<file path="src/core/csc_pkg.sv">
// Package for the closed-loop speed configuration register block
package csc_pkg;

    // Register byte offsets
    localparam logic [7:0]  CSC_OFF_STARTUP_B = 8'h84;
    localparam logic [7:0]  CSC_OFF_LOOP_A    = 8'h88;
    localparam logic [31:0] CSC_RST_STARTUP_B = 32'h0000_0000;
    localparam logic [31:0] CSC_RST_LOOP_A    = 32'h0000_0000;

    // Field positions, start-up settings word
    localparam int CSC_RAMP_LSB = 0;
    localparam int CSC_RAMP_W   = 3;

    // Field positions, closed-loop settings word
    localparam int CSC_RSVD_BIT  = 31;
    localparam int CSC_VSAT_BIT  = 30;
    localparam int CSC_RISE_LSB  = 25;
    localparam int CSC_LIM_W     = 5;
    localparam int CSC_FSRC_BIT  = 24;
    localparam int CSC_FALL_LSB  = 19;
    localparam int CSC_SW_LSB    = 15;
    localparam int CSC_SW_W      = 4;
    localparam int CSC_MOD_BIT   = 14;
    localparam int CSC_GUARD_BIT = 3;
    localparam int CSC_SREG_BIT  = 1;

    // Switching rate: base, step and last valid code
    localparam logic [6:0] CSC_SW_BASE_KHZ = 7'h0a;
    localparam logic [6:0] CSC_SW_STEP_KHZ = 7'h05;
    localparam logic [3:0] CSC_SW_MAX_CODE = 4'hd;
    localparam logic [4:0] CSC_LIM_NONE    = 5'h1f;

    // Decoded settings handed to the control core
    typedef struct packed {
        logic [7:0]  ramp_rate;     // Units of 0.01 deg/ms
        logic        vector_saturation_allow;
        logic [17:0] speed_rise_limit;  // Units of 0.5 Hz/s
        logic        rise_unlimited;
        logic [17:0] speed_fall_limit;  // Units of 0.5 Hz/s
        logic        fall_unlimited;
        logic        fall_limit_active;
        logic [6:0]  switching_khz;
        logic        switching_rate_bad;
        logic        discontinuous_mod;
        logic        speed_regulator_off;
    } csc_ctrl_s;

    // Ramp code to 0.01 deg/ms units
    function automatic logic [7:0] csc_ramp(input logic [2:0] code);
        case (code)
            3'h0:    csc_ramp = 8'h01;
            3'h1:    csc_ramp = 8'h05;
            3'h2:    csc_ramp = 8'h0a;
            3'h3:    csc_ramp = 8'h0f;
            3'h4:    csc_ramp = 8'h14;
            3'h5:    csc_ramp = 8'h32;
            3'h6:    csc_ramp = 8'h64;
            default: csc_ramp = 8'hc8;
        endcase
    endfunction

    // Rate limit code to 0.5 Hz/s units; last code means no limit
    function automatic logic [17:0] csc_limit(input logic [4:0] code);
        logic [17:0] t [0:31];
        t = '{18'h00001, 18'h00002, 18'h00005, 18'h0000a, 18'h0000f,
              18'h00014, 18'h00028, 18'h00050, 18'h00078, 18'h000a0,
              18'h000c8, 18'h00190, 18'h00258, 18'h00320, 18'h003e8,
              18'h004b0, 18'h00578, 18'h00640, 18'h00708, 18'h007d0,
              18'h00fa0, 18'h01f40, 18'h02ee0, 18'h03e80, 18'h04e20,
              18'h09c40, 18'h0ea60, 18'h13880, 18'h186a0, 18'h1d4c0,
              18'h222e0, 18'h3ffff};
        csc_limit = t[code];
    endfunction

endpackage

</file>
<file path="src/core/csc_regs.sv">
// Closed-loop speed configuration registers and their decode
// Notes on behaviour
// [RQ1] Start-up bits 2..0 pick angle pull rate, 0.01 to 2 deg/ms.
// [RQ2] Closed-loop word at 0x88, 32 bits, resets zero; bit 31 plain storage.
// [RQ3] Bit 30 set allows overmodulation; clear keeps it off.
// [RQ4] Bits 29..25 give acceleration limit, 0.5 to 70000 Hz/s, 0x1f none.
// [RQ5] Bit 24 set reuses acceleration limit for deceleration.
// [RQ6] Decel field bits 23..19 used only with guard off, bit 24 clear.
// [RQ7] Bits 18..15 pick switching rate 10 to 75 kHz; 0xe, 0xf reserved.
// [RQ8] Bit 14 clear continuous, set discontinuous vector modulation.
// [RQ9] Bit 1 set disables the speed regulator.
// [RQ10] Fields read back last written value, zero after reset.
`timescale 1ns/1ps

module csc_regs #(
    parameter int ADDR_W = 8
) (
    input  wire logic                core_clk_in,
    input  wire logic                nrst_in,
    input  wire logic [ADDR_W-1:0]   addr_in,
    input  wire logic                wr_en_in,
    input  wire logic [31:0]         wr_data_in,
    input  wire logic                rd_en_in,
    output logic [31:0]              rd_data_out,
    output logic                     rd_valid_out,
    output logic                     rd_err_out,
    output csc_pkg::csc_ctrl_s       ctrl_out
);
    import csc_pkg::*;

    if (ADDR_W < 8) begin : g_chk
        $error("ADDR_W must be at least 8");
    end

    typedef struct packed {
        logic [31:0] startup;
        logic [31:0] loop;
        logic [31:0] rd_data;
        logic        rd_valid;
        logic        rd_err;
        csc_ctrl_s   ctrl;
    } csc_state_s;

    csc_state_s st_reg;
    csc_state_s st_next;

    function automatic logic hit(input logic [ADDR_W-1:0] a,
                                 input logic [7:0] off);
        hit = (a == ADDR_W'(off));
    endfunction

    always_comb begin
        logic [3:0] sw;
        logic       guard;
        st_next = st_reg;
        sw      = 4'h0;
        guard   = 1'b0;
        st_next.rd_valid = 1'b0;
        st_next.rd_err   = 1'b0;
        // Full-word writes store every bit, reserved ones too
        if (wr_en_in && hit(addr_in, CSC_OFF_STARTUP_B)) begin
            st_next.startup = wr_data_in; // see RQ10
        end
        if (wr_en_in && hit(addr_in, CSC_OFF_LOOP_A)) begin
            st_next.loop = wr_data_in; // see RQ2
        end
        if (rd_en_in) begin
            st_next.rd_valid = 1'b1;
            if (hit(addr_in, CSC_OFF_STARTUP_B)) begin
                st_next.rd_data = st_reg.startup; // see RQ10
            end else if (hit(addr_in, CSC_OFF_LOOP_A)) begin
                st_next.rd_data = st_reg.loop; // see RQ10
            end else begin
                st_next.rd_data = 32'h0000_0000;
                st_next.rd_err  = 1'b1;
            end
        end
        // Decode from the new contents so settings follow a write by one edge
        st_next.ctrl.ramp_rate = csc_ramp(
            st_next.startup[CSC_RAMP_LSB +: CSC_RAMP_W]); // see RQ1
        st_next.ctrl.vector_saturation_allow =
            st_next.loop[CSC_VSAT_BIT]; // see RQ3
        st_next.ctrl.speed_rise_limit = csc_limit(
            st_next.loop[CSC_RISE_LSB +: CSC_LIM_W]); // see RQ4
        st_next.ctrl.rise_unlimited =
            st_next.loop[CSC_RISE_LSB +: CSC_LIM_W] == CSC_LIM_NONE;
        guard = st_next.loop[CSC_GUARD_BIT];
        if (st_next.loop[CSC_FSRC_BIT]) begin
            st_next.ctrl.speed_fall_limit =
                st_next.ctrl.speed_rise_limit; // see RQ5
            st_next.ctrl.fall_unlimited    = st_next.ctrl.rise_unlimited;
            st_next.ctrl.fall_limit_active = 1'b1;
        end else if (!guard) begin
            st_next.ctrl.speed_fall_limit = csc_limit(
                st_next.loop[CSC_FALL_LSB +: CSC_LIM_W]); // see RQ6
            st_next.ctrl.fall_unlimited =
                st_next.loop[CSC_FALL_LSB +: CSC_LIM_W] == CSC_LIM_NONE;
            st_next.ctrl.fall_limit_active = 1'b1;
        end else begin
            // Surge guard owns deceleration; field ignored
            st_next.ctrl.speed_fall_limit  = 18'h00000; // see RQ6
            st_next.ctrl.fall_unlimited    = 1'b0;
            st_next.ctrl.fall_limit_active = 1'b0;
        end
        sw = st_next.loop[CSC_SW_LSB +: CSC_SW_W];
        if (sw <= CSC_SW_MAX_CODE) begin
            st_next.ctrl.switching_khz = CSC_SW_BASE_KHZ
                + 7'(sw) * CSC_SW_STEP_KHZ; // see RQ7
            st_next.ctrl.switching_rate_bad = 1'b0;
        end else begin
            st_next.ctrl.switching_khz      = 7'h00;
            st_next.ctrl.switching_rate_bad = 1'b1; // see RQ7
        end
        st_next.ctrl.discontinuous_mod =
            st_next.loop[CSC_MOD_BIT]; // see RQ8
        st_next.ctrl.speed_regulator_off =
            st_next.loop[CSC_SREG_BIT]; // see RQ9
    end

    always_ff @(posedge core_clk_in) begin
        if (!nrst_in) begin
            st_reg <= '0;
            st_reg.startup <= CSC_RST_STARTUP_B;
            st_reg.loop <= CSC_RST_LOOP_A; // see RQ2
            st_reg.ctrl.ramp_rate <= 8'h01;
            st_reg.ctrl.speed_rise_limit <= 18'h00001;
            st_reg.ctrl.speed_fall_limit <= 18'h00001;
            st_reg.ctrl.fall_limit_active <= 1'b1;
            st_reg.ctrl.switching_khz <= CSC_SW_BASE_KHZ;
        end else begin
            st_reg <= st_next;
        end
    end

    assign rd_data_out  = st_reg.rd_data;
    assign rd_valid_out = st_reg.rd_valid;
    assign rd_err_out   = st_reg.rd_err;
    assign ctrl_out     = st_reg.ctrl;
endmodule

</file>
<file path="config.mk">
export PLATFORM = sky130hd
export DESIGN_NAME = csc_regs
export DESIGN_NICKNAME = d
export VERILOG_FILES = /design/src/core/csc_pkg.sv /design/src/core/csc_regs.sv
export SDC_FILE = /design/constraint.sdc
export NUM_CORES = 1
export LEC_CHECK = 0
export BUFFER_PORTS_ARGS = -buffer_cell sky130_fd_sc_hd__clkbuf_2
export CAP_MARGIN = 5
export CORE_ASPECT_RATIO = 0.9
export CORE_MARGIN = 2
export CORE_UTILIZATION = 35
export CTS_CLUSTER_DIAMETER = 50
export CTS_CLUSTER_SIZE = 40
export DETAILED_ROUTE_END_ITERATION = 8
export GPL_TIMING_DRIVEN = 0
export HOLD_SLACK_MARGIN = 0.02
export PLACE_DENSITY_LB_ADDON = 0.05
export SYNTH_ARGS = -nofsm -noshare
export SYNTH_HDL_FRONTEND = slang
export SYNTH_SLANG_ARGS = --single-unit
export TNS_END_PERCENT = 1
</file>
<file path="constraint.sdc">
create_clock -name core_clk_in -period 10.9 [get_ports core_clk_in]
set_input_delay 1.635 -clock core_clk_in [delete_from_list [all_inputs] [get_ports core_clk_in]]
set_output_delay 1.635 -clock core_clk_in [all_outputs]
set_load 0.05 [all_outputs]
</file>
==> results.txt <==
Synth top area share = 41.0%
Buffers on Ports = 129
NumNets Final = 1,096
final number of setup-violating endpoints = 0
main combinational cell family by area after synthesis = compound AO/OA/AOI/OAI gates
mux contribution to synthesized area = 4.61%
Adder-Cell Fraction of Synth Area = 3.95%
final instance area = 9050 um2
Seq/Total Area, Yosys = 41.0%
first-pass GRT wire length = 36.7 mm
drt first pass iters = 5
Slew headroom = 18.0%
R2R depth = 8
dpl cell area = 8470 um2
critical-path maximum fanout = 10
core area = 20,900 um2
worst-margin pin slew = 1.20 ns
CP Launch Type = input pin
Core Rows = 50
vias per cell = 5.11
compound-gate portion of the synthesized area = 20.0%
Initial Utilization = 35.7%
Simple-Gate Fraction of Synth Area = 15.8%
Final period util = 50.3%
required time worst endpoint = 11.18 ns
WHS Path Cells = 2
Unique masters post-synth = 64
vias in the first global route = 6,379
WS Path Type = in -> reg
Leak = 3.80 nW
Cells after Synth = 881
die height = 143 um
Post-synth EDFFs = 0
WL/cell = 18.1 um
pwr dens = 138 nW/um2
FILL cells = 2,228
final wirelength = 24.1 mm
post-layout util = 43.3%
VDD IR-drop max = 0.0823 mV
FF+latch count, synth = 153
max_cap viols = 0
Primary FF master, synth = dfxtp_1
CTS tree = built
GR Util All Layers = 21.7%
pin count of the biggest net entering global routing = 17
post_cts resized = 0
worst hold path type = reg -> reg
Final Hold Viols = 0
Min Clock Period, post-route = 5.48 ns
Area growth syn-to-layout = 21.2%
initial antenna violation count = 0
Commonest cells post-synth = dfxtp_1, nand2_1, buf_4
Fin Hold WS = 0.449 ns
clk_skew = 0.0102 ns
Synth Net Count = 948
CTS buffer count = 17
top area cells in the synthesized netlist = dfxtp_1, buf_4, nand2_1, nor2_1, a21oi_1
DRT iter0 DRCs = 478
RSZ-0062 raised after global routing = no
CP endpoint kind = flop
root buf cell = clkbuf_16
ANT nets after route = 0
Ys Warns = 0
Worst-path clk slew = 0.07 ns
H-Tree Level Count = 4
max reg flops = 64
Worst Path Arrival = 5.76 ns
I/O pins = 136
Reg2Reg Setup Slack = 7.84 ns
Synth Area in XOR/XNOR = 0.704%
clk sink count = 153
DIE AREA = 22,500 um2
Fmax = 183 MHz
sequential cell area = 3060 um2
Detail Placement HPWL = 17.9 mm
GRT Residual Overflow = 0
largest area contributor in the netlist = dfxtp_1
Synth async-reset ratio = 0%
# Post-CTS Setup Buffers = 0
total power = 1.25 mW
most common cell in the netlist = dfxtp_1
Post-Syn Area = 7470 um2
DRC viols = 0
gp weighted congestion = 0.921
Via Count = 6,783
clk buf depth = 2
Hold-fix buffers, CTS = 0
later-pin clock latency in the skew report = 0.43 ns
Die Wd = 158 um
max-slew violations = 0
setup_tns = 0 ns
share of post-route cells with drive strength above 1 = 26.7%
Multi-input gate area = 3370 um2
status = completed
mean post-synth cell area = 8.48 um2
## per-stage QoR
| step | setup WS (ns) | instances |
|---|---|---|
| 3_3_place_gp | 4.98 | 1296 |
| 5_1_grt | 5.22 | 1327 |
| 3_5_place_dp | 5.04 | 1296 |
| 2_1_floorplan | 6.19 | 881 |
| 6_report | 5.42 | 1328 |
| 4_1_cts | 5.48 | 1327 |
## report_power, final
group	internal, mW	switching [mW]	total, mW
combinational	0.0253	0.0601	0.0854
sequential	0.566	0.00369	0.569
clock	0.338	0.252	0.590
total	0.929	0.316	1.25
## per-layer routing
layer	up-vias	part of all wire, %	global-route usage (%)
met4	0	0.72	4.79
met3	14	6.7	5.69
met1	3248	52	33.1
met2	219	41	30.1
li1	3302	-	-
met5	-	0	0
## cells by family (layout without fill, tap and decap cells)
| kind of cell | count (synthesis) | after routing |
|---|---|---|
| simple gates | 265 | 265 |
| compound gates | 220 | 220 |
| buf+inv | 181 | 341 |
| flops | 153 | 153 |
| mux | 33 | 33 |
| fa+ha+maj | 23 | 23 |
| xor+xnor | 6 | 6 |
| other cells | 0 | 1 |
## cells in the final DEF (no fill, tap or decap), types with 4 or more instances in the layout
| master | instances |
|---|---|
| a211oi_1 | 36 |
| a21oi_1 | 61 |
| a22oi_1 | 36 |
| a311oi_1 | 5 |
| a31oi_1 | 11 |
| and2_1 | 7 |
| and3_1 | 4 |
| buf_2 | 8 |
| buf_4 | 91 |
| clkbuf_1 | 53 |
| clkbuf_16 | 17 |
| clkbuf_2 | 129 |
| dfxtp_1 | 153 |
| ha_1 | 22 |
| inv_1 | 27 |
| mux2_2 | 8 |
| mux2i_1 | 24 |
| nand2_1 | 118 |
| nand2b_1 | 5 |
| nand3_1 | 6 |
| nand4_1 | 6 |
| nor2_1 | 84 |
| nor3_1 | 10 |
| nor3b_1 | 4 |
| nor4_1 | 5 |
| o21a_1 | 4 |
| o21ai_0 | 16 |
| o22ai_1 | 6 |
| o32ai_1 | 8 |
| xnor2_1 | 5 |
## final cells by class
class / instances / share of cell area, %
sequential: 153 / 33.8
timing repair buffer: 129 / 7.13
multi-input combinational: 547 / 37.2
buffer: 153 / 10.3
inverter: 28 / 1.16
clock inverter: 13 / 1.60
tap: 286 / 3.95
clock buffer: 18 / 4.74
antenna: 1 / 0.0277
## worst max-delay path, cell delays in order
cell	delay (ns)
clkbuf_2	0.12
or4b_4	0.60
nor3_4	0.37
buf_2	0.39
mux2i_1	0.69
inv_1	0.24
ha_1	0.31
clkbuf_1	0.25
a31oi_1	0.32
o2111ai_1	0.15
a32oi_1	0.50
o32ai_1	0.17
## final timing paths
check	startpoint	to
setup / recovery	addr_in[2]	ctrl_out[19]
hold / removal	st_reg[140]	st_reg[140]
setup reg to reg	st_reg[118]	ctrl_out[19]
hold reg to reg	st_reg[140]	st_reg[140]
No activity file was read; power rests on OpenSTA's default activity.
